File: src/core/vcal_pkg.sv
/*
  Package for the VCO band calibration and frequency-change controller.
  Holds the field codes, step counts and reset values shared by the design.
*/
package vcal_pkg;
  localparam int INT_W = 19;
  localparam int FRAC_W = 24;
  localparam int BAND_W = 8;
  localparam int VSP_W = 16;
  localparam int CNT_W = 24;
  localparam int CAL_STEPS = 8;
  localparam int XFER_CLKS = 20;
  localparam int VSP_CLKS = 16;
  localparam logic [1:0] FSM_DIV_RESET = 2'h2;
  localparam logic [BAND_W-1:0] BAND_RESET = 8'h00;
  localparam logic [BAND_W-1:0] BAND_MSB_FIRST = 8'h80;
  typedef enum logic [2:0] {VCAL_IDLE, VCAL_WAIT, VCAL_MEAS, VCAL_DECIDE, VCAL_XFER, VCAL_LOAD} vcal_state_t;
endpackage

File: src/core/vcal_ctrl.sv
/*
  Calibration and frequency-change controller: band search by successive
  approximation, divider loading, and the internal VCO serial port.
  Assumes host write strobes are synchronous to clk_sys and that the
  phase detector tick and VCO count come from clk_sys-domain logic.
*/
// Notes on behaviour
// - Calibration clock sets only duration; it also clocks the 16-bit VCO port.
// - Resolution codes 0..7 map to exponents 0,1,2,3,5,6,7,8.
// - After band selection the pending value loads into the prescaler (integer mode) or modulator (fractional).
// - Selected 8-bit band is readable after every calibration run.
// - Manual band writes act at once when calibration is off; divider writes too.
// - With calibration disabled a VCO register write is forwarded immediately.
// - Forwarding a VCO register write takes 16 serial clock cycles.
// - Both clocks come from reference divided by 1, 4, 16 or 32.
// - Mode bit 1 selects fractional operation, 0 integer.
// - Fractional write with calibration on starts calibration, loads after it.
// - Fractional write with calibration off loads at once, band unchanged.
// - Integer write with calibration on starts calibration, loads after it.
// - Integer write with calibration off loads prescaler at once, no band change.
// - With calibration on, every frequency change write, even repeated, calibrates; here only a write matching frac_mode does, the other loads at once.
// - Eight steps, each wait, measurement window, then 20-clock serial transfer.
// - Window is two to the exponent PD periods; the PD period already holds the ratio.
`timescale 1ns/100ps
`default_nettype none
module vcal_ctrl
  import vcal_pkg::*;
(
  input wire logic clk_sys,
  input wire logic rst_b,
  input wire logic ref_tick,
  input wire logic pd_tick,
  input wire logic [1:0] fsm_div_sel,
  input wire logic [2:0] resolution,
  input wire logic [6:0] wait_k,
  input wire logic cal_disable,
  input wire logic frac_mode,
  input wire logic int_wr,
  input wire logic [vcal_pkg::INT_W-1:0] int_wdata,
  input wire logic frac_wr,
  input wire logic [vcal_pkg::FRAC_W-1:0] frac_wdata,
  input wire logic vco_wr,
  input wire logic [vcal_pkg::VSP_W-1:0] vco_wdata,
  input wire logic [vcal_pkg::CNT_W-1:0] vco_count,
  input wire logic [vcal_pkg::CNT_W-1:0] expected_count,
  output logic vco_count_clear,
  output logic [vcal_pkg::INT_W-1:0] prescaler_value,
  output logic [vcal_pkg::FRAC_W-1:0] modulator_value,
  output logic [vcal_pkg::BAND_W-1:0] band_readback,
  output logic cal_busy,
  output logic vco_internal_serial_clock,
  output logic vco_internal_serial_data,
  output logic vco_internal_serial_load
);
  import vcal_pkg::*;

  logic rst_meta, rst_sync;
  always_ff @(posedge clk_sys or negedge rst_b)
  begin
    if (!rst_b)
    begin
      rst_meta <= 1'b0;
      rst_sync <= 1'b0;
    end
    else
    begin
      rst_meta <= 1'b1;
      rst_sync <= rst_meta;
    end
  end

  // Exponent lookup; code 4 skips exponent 4.
  function automatic logic [3:0] res_exp(input logic [2:0] code);
    logic [3:0] e;
    e = (code < 3'h4) ? {1'b0, code} : 4'({1'b0, code} + 4'h1);
    return e;
  endfunction

  // Calibration clock tick: reference divided by 1, 4, 16 or 32.
  logic [4:0] div_cnt;
  logic fsm_tick;
  logic [5:0] div_max;
  always_comb
  begin
    unique case (fsm_div_sel)
      2'h0: div_max = 6'h00;
      2'h1: div_max = 6'h03;
      2'h2: div_max = 6'h0F;
      default: div_max = 6'h1F;
    endcase
  end
  always_ff @(posedge clk_sys or negedge rst_sync)
  begin
    if (!rst_sync)
    begin
      div_cnt <= 5'h00;
      fsm_tick <= 1'b0;
    end
    else
    begin
      fsm_tick <= 1'b0;
      if (ref_tick)
      begin
        if ({1'b0, div_cnt} >= div_max)
        begin
          div_cnt <= 5'h00;
          fsm_tick <= 1'b1;
        end
        else
          div_cnt <= div_cnt + 5'h01;
      end
    end
  end

  vcal_state_t state;
  logic [INT_W-1:0] pend_int;
  logic [FRAC_W-1:0] pend_frac;
  logic pend_is_int;
  logic [BAND_W-1:0] band, trial;
  logic [2:0] step;
  logic [11:0] phase_cnt;
  logic [VSP_W-1:0] shreg;
  logic [4:0] bits_left;
  logic [VSP_W-1:0] vco_word;
  logic vco_pend;
  logic start_cal;

  assign start_cal = !cal_disable && ((frac_wr && frac_mode) || (int_wr && !frac_mode));

  // Calibration sequencer and divider loading.
  always_ff @(posedge clk_sys or negedge rst_sync)
  begin
    if (!rst_sync)
    begin
      state <= VCAL_IDLE;
      pend_int <= '0;
      pend_frac <= '0;
      pend_is_int <= 1'b0;
      prescaler_value <= '0;
      modulator_value <= '0;
      band <= BAND_RESET;
      trial <= BAND_RESET;
      band_readback <= BAND_RESET;
      step <= 3'h0;
      phase_cnt <= 12'h000;
      cal_busy <= 1'b0;
      vco_count_clear <= 1'b0;
    end
    else
    begin
      vco_count_clear <= 1'b0;
      if (vco_wr && cal_disable)
        band <= vco_wdata[BAND_W-1:0];
      if (int_wr)
        pend_int <= int_wdata;
      if (frac_wr)
        pend_frac <= frac_wdata;
      if (start_cal)
      begin
        // A new request restarts the search from the top bit.
        pend_is_int <= !frac_mode;
        trial <= BAND_MSB_FIRST;
        step <= 3'h0;
        phase_cnt <= 12'h000;
        cal_busy <= 1'b1;
        state <= VCAL_WAIT;
      end
      else
      begin
        unique case (state)
          VCAL_IDLE: ;
          VCAL_WAIT:
            if (fsm_tick)
            begin
              // The largest multiplier asks for 2560 clocks, hence twelve count bits.
              if (phase_cnt >= 12'((XFER_CLKS * ({5'h00, wait_k} + 12'h001)) - 1))
              begin
                phase_cnt <= 12'h000;
                vco_count_clear <= 1'b1;
                state <= VCAL_MEAS;
              end
              else
                phase_cnt <= phase_cnt + 12'h001;
            end
          VCAL_MEAS:
            // A tick that meets the counter clear is ignored, so the window never closes empty.
            if (pd_tick && !vco_count_clear)
            begin
              // Window length counts PD periods, so ratio R is already inside.
              if (phase_cnt >= 12'((12'h001 << res_exp(resolution)) - 12'h001))
                state <= VCAL_DECIDE;
              else
                phase_cnt <= phase_cnt + 12'h001;
            end
          VCAL_DECIDE:
          begin
            trial <= (vco_count > expected_count) ? trial : (trial & ~(BAND_MSB_FIRST >> step));
            phase_cnt <= 12'h000;
            state <= VCAL_XFER;
          end
          VCAL_XFER:
            if (fsm_tick)
            begin
              if (phase_cnt == 12'(XFER_CLKS - 1))
              begin
                phase_cnt <= 12'h000;
                if (step == 3'(CAL_STEPS - 1))
                  state <= VCAL_LOAD;
                else
                begin
                  step <= step + 3'h1;
                  trial <= trial | (BAND_MSB_FIRST >> (step + 3'h1));
                  state <= VCAL_WAIT;
                end
              end
              else
                phase_cnt <= phase_cnt + 12'h001;
            end
          VCAL_LOAD:
          begin
            band <= trial;
            band_readback <= trial;
            if (pend_is_int)
              prescaler_value <= pend_int;
            else
              modulator_value <= pend_frac;
            cal_busy <= 1'b0;
            state <= VCAL_IDLE;
          end
        endcase
      end
      // Direct loads come last, so a host write wins over a calibration ending in the same cycle.
      if (int_wr && (cal_disable || frac_mode))
        prescaler_value <= int_wdata;
      if (frac_wr && (cal_disable || !frac_mode))
        modulator_value <= frac_wdata;
    end
  end

  // Internal VCO serial port: 16 bits, shifted on the calibration clock.
  always_ff @(posedge clk_sys or negedge rst_sync)
  begin
    if (!rst_sync)
    begin
      shreg <= '0;
      bits_left <= 5'h00;
      vco_word <= '0;
      vco_pend <= 1'b0;
      vco_internal_serial_clock <= 1'b0;
      vco_internal_serial_data <= 1'b0;
      vco_internal_serial_load <= 1'b0;
    end
    else
    begin
      vco_internal_serial_load <= 1'b0;
      vco_internal_serial_clock <= 1'b0;
      if (vco_wr)
      begin
        vco_word <= vco_wdata;
        vco_pend <= cal_disable;
      end
      else if (state == VCAL_LOAD && !start_cal)
      begin
        // Band field is replaced; address and identifier bits are kept.
        vco_word <= {vco_word[VSP_W-1:BAND_W], trial};
        vco_pend <= 1'b1;
      end
      if (fsm_tick)
      begin
        if (bits_left != 5'h00)
        begin
          vco_internal_serial_clock <= 1'b1;
          vco_internal_serial_data <= shreg[VSP_W-1];
          shreg <= {shreg[VSP_W-2:0], 1'b0};
          bits_left <= bits_left - 5'h01;
          if (bits_left == 5'h01)
            vco_internal_serial_load <= 1'b1;
        end
        else if (vco_pend && !vco_wr)
        begin
          shreg <= vco_word;
          bits_left <= 5'(VSP_CLKS);
          vco_pend <= 1'b0;
        end
      end
    end
  end

  property p_busy_on_start;
    @(posedge clk_sys) disable iff (!rst_sync) start_cal |=> cal_busy;
  endproperty
  a_busy_on_start: assert property (p_busy_on_start) else $error("calibration did not start");

  property p_frac_immediate;
    @(posedge clk_sys) disable iff (!rst_sync)
      (frac_wr && cal_disable) |=> (modulator_value == $past(frac_wdata));
  endproperty
  a_frac_immediate: assert property (p_frac_immediate) else $error("fractional not loaded at once");

  property p_int_immediate;
    @(posedge clk_sys) disable iff (!rst_sync)
      (int_wr && cal_disable) |=> (prescaler_value == $past(int_wdata));
  endproperty
  a_int_immediate: assert property (p_int_immediate) else $error("integer not loaded at once");

  property p_int_held;
    @(posedge clk_sys) disable iff (!rst_sync)
      (int_wr && !cal_disable && !frac_mode) |=> $stable(prescaler_value);
  endproperty
  a_int_held: assert property (p_int_held) else $error("integer loaded before calibration");

  property p_frac_held;
    @(posedge clk_sys) disable iff (!rst_sync)
      (frac_wr && !cal_disable && frac_mode) |=> $stable(modulator_value);
  endproperty
  a_frac_held: assert property (p_frac_held) else $error("fractional loaded before calibration");

  property p_readback;
    @(posedge clk_sys) disable iff (!rst_sync)
      (state == VCAL_LOAD && !start_cal) |=> (band_readback == band) && !cal_busy;
  endproperty
  a_readback: assert property (p_readback) else $error("band readback not updated");

  property p_manual_band;
    @(posedge clk_sys) disable iff (!rst_sync)
      (vco_wr && cal_disable && state != VCAL_LOAD) |=> (band == $past(vco_wdata[BAND_W-1:0]));
  endproperty
  a_manual_band: assert property (p_manual_band) else $error("manual band not applied");

  property p_mode_decides;
    @(posedge clk_sys) disable iff (!rst_sync)
      (frac_wr && !frac_mode && !cal_disable) |=> !cal_busy || $past(cal_busy);
  endproperty
  a_mode_decides: assert property (p_mode_decides) else $error("integer mode calibrated on fractional write");

  c_cal_done: cover property (@(posedge clk_sys) disable iff (!rst_sync) state == VCAL_LOAD);
  c_serial_load: cover property (@(posedge clk_sys) disable iff (!rst_sync) vco_internal_serial_load);
  c_manual: cover property (@(posedge clk_sys) disable iff (!rst_sync) vco_wr && cal_disable);
endmodule // vcal_ctrl
`default_nettype wire

File: config.mk
export PLATFORM = sky130hd
export DESIGN_NAME = vcal_ctrl
export DESIGN_NICKNAME = d
export VERILOG_FILES = /design/src/core/vcal_pkg.sv /design/src/core/vcal_ctrl.sv
export SDC_FILE = /design/constraint.sdc
export NUM_CORES = 1
export LEC_CHECK = 0
export ABC_AREA = 1
export BUFFER_PORTS_ARGS = -buffer_cell sky130_fd_sc_hd__buf_4
export CAP_MARGIN = 25
export CORE_MARGIN = 5
export CORE_UTILIZATION = 42
export CTS_CLUSTER_SIZE = 20
export DETAILED_ROUTE_END_ITERATION = 16
export MAX_ROUTING_LAYER = met4
export REMOVE_ABC_BUFFERS = 1
export SYNTH_ARGS = -nofsm -noshare
export SYNTH_HDL_FRONTEND = slang
export SYNTH_SLANG_ARGS = --single-unit
export TNS_END_PERCENT = 100
File: constraint.sdc
create_clock -name clk_sys -period 8.93 [get_ports clk_sys]
set_input_delay 0 -clock clk_sys [delete_from_list [all_inputs] [get_ports clk_sys]]
set_output_delay 0 -clock clk_sys [all_outputs]
set_load 0.01 [all_outputs]
# --- Word level (Yosys, flattened, before mapping) ---
# Index checks and enable logic that the tools add are counted.
word_totals:
  reg_bits: 172
  word_cells: 170
op_classes:
  n_addsub: 8
  mul: 1
  magnitude_cmp: 5
  eq_ne: 23
  shift: 3
  muxes: 63
  bitwise: 4
  n_reduce_logical: 39
op_table:
  columns: ["op", "count"]
  rows:
  - ["two-way mux 24 bit", 4]
  - ["two-way mux 12 bit", 7]
  - ["two-way mux 19 bit", 4]
  - ["two-way mux 16 bit", 3]
  - ["two-way mux 8 bit", 6]
  - ["one-hot mux 12 bit (4 select lines)", 1]
  - ["two-way mux 3 bit", 13]
  - ["!= test 3 bit, second input constant", 9]
  - ["greater-or-equal comparator 12 bit", 2]
  - ["greater-than comparator 24 bit", 1]
  - ["subtractor 12 x 1 -> 12 bit, second input constant", 2]
  - ["two-way mux 1 bit", 18]
  - ["nonzero test 2 bit", 9]
  - ["one-hot mux 8 bit (2 select lines)", 1]
  - ["right shift 8 x 3 -> 8 bit, first input constant", 2]
  - ["two-way mux 5 bit", 3]
  - ["one-hot mux 3 bit (5 select lines)", 1]
  - ["one-hot mux 5 bit (3 select lines)", 1]
  - ["adder 12 x 1 -> 12 bit, second input constant", 1]
  - ["== test 12 x 5 -> 1 bit, second input constant", 1]
  - ["<< shifter 1 x 4 -> 12 bit, first input constant", 1]
  - ["multiplier 3 x 8 -> 10 bit, first input constant", 1]
  - ["AND reduction 5 bit", 2]
  - ["nonzero test 5 bit", 2]
  - ["30 further kinds", 51]

# --- Longest topological paths before layout ---
depth:
  ltp_word: 11
  mapped_depth: 26

# --- Worst setup path after synthesis ---
# OpenSTA, ideal clock, no wires.
synth_path:
  path_kind: "input port to flip-flop"
  start: "in wait_k[0]"
  end: "reg phase_cnt[0]"
  setup_time_ps: 65
  t_arrival_ps: 3278
  required_ps: 8865
  path_slack_ps: 5587
  stages: 24
  path_buffers: 0
  cell_sequence: "inv_1 > nor2_1 > xnor2_1 > inv_1 > ha_1 > ha_1 > fa_1 > nor2_1 > nand4_1 > nor2_1 > nand3_1 > inv_1 > nand3_1 > nand2_1 > nand2_1 > ha_1 > a21o_1 > nor2_1 > nand3_1 > nand2_2 > nand2_1 > nor2_2 > nand2_1 > nand2_1"
synth_via:
  elab_chain_len: 8
synth_rtl:
  columns: ["item", "line_no", "source"]
  rows:
  - ["start, declared", "vcal_ctrl.sv:35", "input wire logic [6:0] wait_k,"]
  - ["adder 7 x 1 -> 8 bit", "vcal_ctrl.sv:176", "if (phase_cnt >= 12'((XFER_CLKS * ({5'h00, wait_k} + 12'h001)) - 1))"]
  - ["multiplier 3 x 8 -> 10 bit", "vcal_ctrl.sv:176", null]
  - ["subtractor 12 x 1 -> 12 bit", "vcal_ctrl.sv:176", null]
  - ["greater-or-equal comparator 12 bit", "vcal_ctrl.sv:176", null]
  - ["two-way mux 12 bit", "vcal_ctrl.sv:176", null]
  - ["two-way mux 12 bit", "vcal_ctrl.sv:173", "if (fsm_tick)"]
  - ["one-hot mux 12 bit (4 select lines)", "vcal_ctrl.sv:170", "unique case (state)"]
  - ["two-way mux 12 bit", "vcal_ctrl.sv:158", "if (start_cal)"]
  - ["end signal, assigned", "vcal_ctrl.sv:183", "phase_cnt <= phase_cnt + 12'h001;"]
  - ["end signal, assigned", "vcal_ctrl.sv:193", "phase_cnt <= phase_cnt + 12'h001;"]
  - ["end signal, assigned", "vcal_ctrl.sv:217", "phase_cnt <= phase_cnt + 12'h001;"]
  - ["end, declared", "vcal_ctrl.sv:121", "logic [11:0] phase_cnt;"]
# No other way between the ends. The select of a mux whose other input is x is not followed.
# A chain may end at the register's enable or synchronous reset.

# --- Worst setup path in the final report ---
# Ends and elaborated chain as after synthesis.

==> results_dict.tcl <==
set metrics [dict create \
    fmax_mhz 289 \
    grt_pass1_vias 8820 \
    final-setup-viol-count 0 \
    dp_hpwl_mm 18.1 \
    hold_buffers 98 \
    p_per_area_nw_per_um2 194 \
    drc_errors 0 \
    final-hold-violation-count 0 \
    numCtsBuffers 17 \
    syn-cell-area_um2 10100 \
    period_minus_slack_ps 3470 \
    rows 56 \
    min_period_over_period_pct 38.8 \
    fin_total_pwr_mw 2.57 \
    critPathArrivalTime_ps 3830 \
    gr-usage-all-layers_pct 19.1 \
    worst-path-buf-inv 4 \
    synth_cells 1290 \
    routedWlPerCell_um 13.4 \
    cts.clk_slew.worst_paths_ps 70 \
    portBuffers 183 \
    crit_required_ps 9290 \
    critical_path.startpoint_type "primary input" \
    ant_nets 0 \
    critical_path_peak_fanout 9 \
    grt-busiest-layer "met2" \
    die_height_um 165 \
    slowest_delay_ps 520 \
    nNetsFinal 1761 \
    core_area_um2 23500 \
    cts_resized 0 \
    die_area_um2 27100 \
    holdWs_ps 22.2 \
    gp_congestion 0.837 \
    synth_area_per_cell_um2 7.79 \
    vias 9129 \
    drt-vias-per-instance 4.83 \
    met1_usage_pct 24.9 \
    drive_gt1_share_pct 16.6 \
    cp_top_family "simple AND/OR/NAND/NOR gates" \
    area_growth_pct 31.7 \
    drtIter0Drc 488 \
    drt-total-wl_mm 25.3 \
    cpMostUsedCell "nand2_1" \
    clockRootBuffer "clkbuf_16" \
    synth_area_leaders "dfrtp_1 43%, nand2_1 16%, ha_1 9.3%" \
    yosysSeqAreaShare_pct 42.8 \
    cts.sinks 172 \
    start_util_pct 42.7 \
    yosysWarnings 0 \
    skew_ps 16.7 \
    grt_use_met3_pct 3.17 \
    max-slew-margin-rel_pct 34.4 \
    leakage_nw 6.81 \
    clockBufferDepth 2 \
    worst_pin_slew_ps 984 \
    dpl.cell_count 1758 \
    post_cts_buffers 0 \
    criticalPathCategory "primary input to register" \
    final_cells 1889 \
    synth_top_cell_by_area "dfrtp_1" \
    grt_max_degree 77 \
    synth_top_area_share_pct 42.8 \
    cts_tree "done" \
    clk_latency_ps 430 \
    outcome "complete, no violations" \
    die_w_um 165 \
    grt_use_met2_pct 31.7 \
    end_kind "register" \
    report.final.slew_viol_count 0 \
    grt_pass1_wl_mm 41.6 \
    cts_htree_levels 4 \
    timing.setup.tns_ps 0 \
    ios 184 \
    grt_antenna_before_repair 0 \
    grt-ovfl-total 0 \
    diodes 0 \
    synth-seq-cells 172 \
    rsz0062_at_grt "false" \
    yosysUniqueCellTypes 48 \
    max-vdd-ir-drop_uv 100 \
    critPathSlowestCell "fa_1" \
    drt_first_pass_iters 5 \
    hold_path_class "primary input to register" \
    max_cap_viol_count 0 \
]
## state kept, by name, indices dropped and copies added, names as in the netlist, 3 cells and up
name,cells
trial,8
prescaler_value,19
modulator_value,24
shreg,16
bits_left,5
step,3
band_readback,8
vco_word,16
phase_cnt,12
state,3
pend_int,19
pend_frac,24
div_cnt,5
## cell usage in the layout (no fill, tap or decap), types with 2 or more instances in the layout
master         netlist  routed
nand2_1            425     425
buf_4                2     185
dfrtp_1            172     171
inv_1              139     139
nor2_1             106     106
dlygate4sd3_1        0      98
nand3_1             80      80
ha_1                75      75
a21oi_1             38      38
o21ai_0             37      37
a31oi_1             34      34
nand4_1             19      19
xor2_1              19      19
clkbuf_16            0      17
o211ai_1            14      14
o22ai_1             11      11
nor3_1              10      10
inv_2                9       9
o21ai_2              8       8
a211oi_1             7       7
nand2_2              6       6
xnor2_1              5       5
a21o_1               5       5
nor2_2               5       5
inv_8                0       5
nand3b_1             4       4
clkinvlp_4           0       4
o21ai_1              3       3
inv_6                0       3
nand2_4              2       2
nor2_8               2       2
## final timing paths
| check | end | cells after the start | startpoint | slack [ps] |
|---|---|---|---|---|
| setup / recovery | phase_cnt[0] | 25 | wait_k[0] | 5460 |
| hold / removal | vco_word[1] | 3 | vco_wr | 20 |
| setup reg to reg | shreg[3] | 9 | bits_left[0] | 6320 |
| hold reg to reg | pend_int[15] | 0 | rst_sync | 350 |
| max in group asynchronous | shreg[3] | 3 | rst_sync | 6870 |
| min in group asynchronous | pend_int[15] | 0 | rst_sync | 350 |
## cells in the mapped netlist (all sizes together)
library cell,instances
nand2,433
dfrtp,172
inv,148
nor2,114
nand3,81
ha,75
o21ai,48
a21oi,40
a31oi,34
clkbuf,22
nand4,19
xor2,19
buf,14
o211ai,14
nor3,12
o22ai,11
a211oi,8
a21o,5
xnor2,5
nand3b,4
a21boi,1
and3,1
clkinv,1
conb,1
fa,1
nor3b,1
nor4,1
o21bai,1
o221a,1
o311ai,1
o31ai,1
or2,1
## per-stage QoR
stage          worst slack (ps)  instance area (um^2)  util (%)
5_1_grt                    5020                 13200      56.2
6_report                   5460                 13200      56.2
3_3_place_gp               5090                 11700      49.5
3_5_place_dp               5030                 11700      49.5
2_1_floorplan              3780                  9860         -
4_1_cts                    5460                 13200      56.1
## metal layers
layer,up-vias,share of wire [%]
met3,21,3.5
met5,-,0
met4,0,1.3
li1,4713,-
met1,4254,46
met2,141,49
## cells by family (layout without fill, tap and decap cells)
group,Yosys count,after routing,synth area share [%]
compound gates,165,165,10.2
xor+xnor,24,24,2.09
fa+ha+maj,76,76,9.53
buf+inv,185,465,7.46
flops,172,172,42.8
other cells,1,1,0.0373
simple gates,667,667,27.8
## layout make-up
| class | count | area, um^2 |
|---|---|---|
| multi-input cells | 933 | 5000 |
| fillers | 2202 | 10300 |
| well taps | 319 | 399 |
| inverters | 149 | 561 |
| flip-flops and latches | 172 | 4310 |
| clock inverters | 13 | 129 |
| clock buffers | 19 | 443 |
| repair buffers | 284 | 2400 |
## power by group
| group | leakage, nW | internal [mW] | switching (mW) |
|---|---|---|---|
| registers | 2.09 | 0.912 | 0.112 |
| clock network | 0.269 | 0.378 | 0.343 |
| logic | 4.45 | 0.341 | 0.486 |
## worst min-delay path, cell delays in order
cell	delay, ps
buf_4	210
nand2_1	100
o211ai_1	80
(Power assumes the default switching activity.)
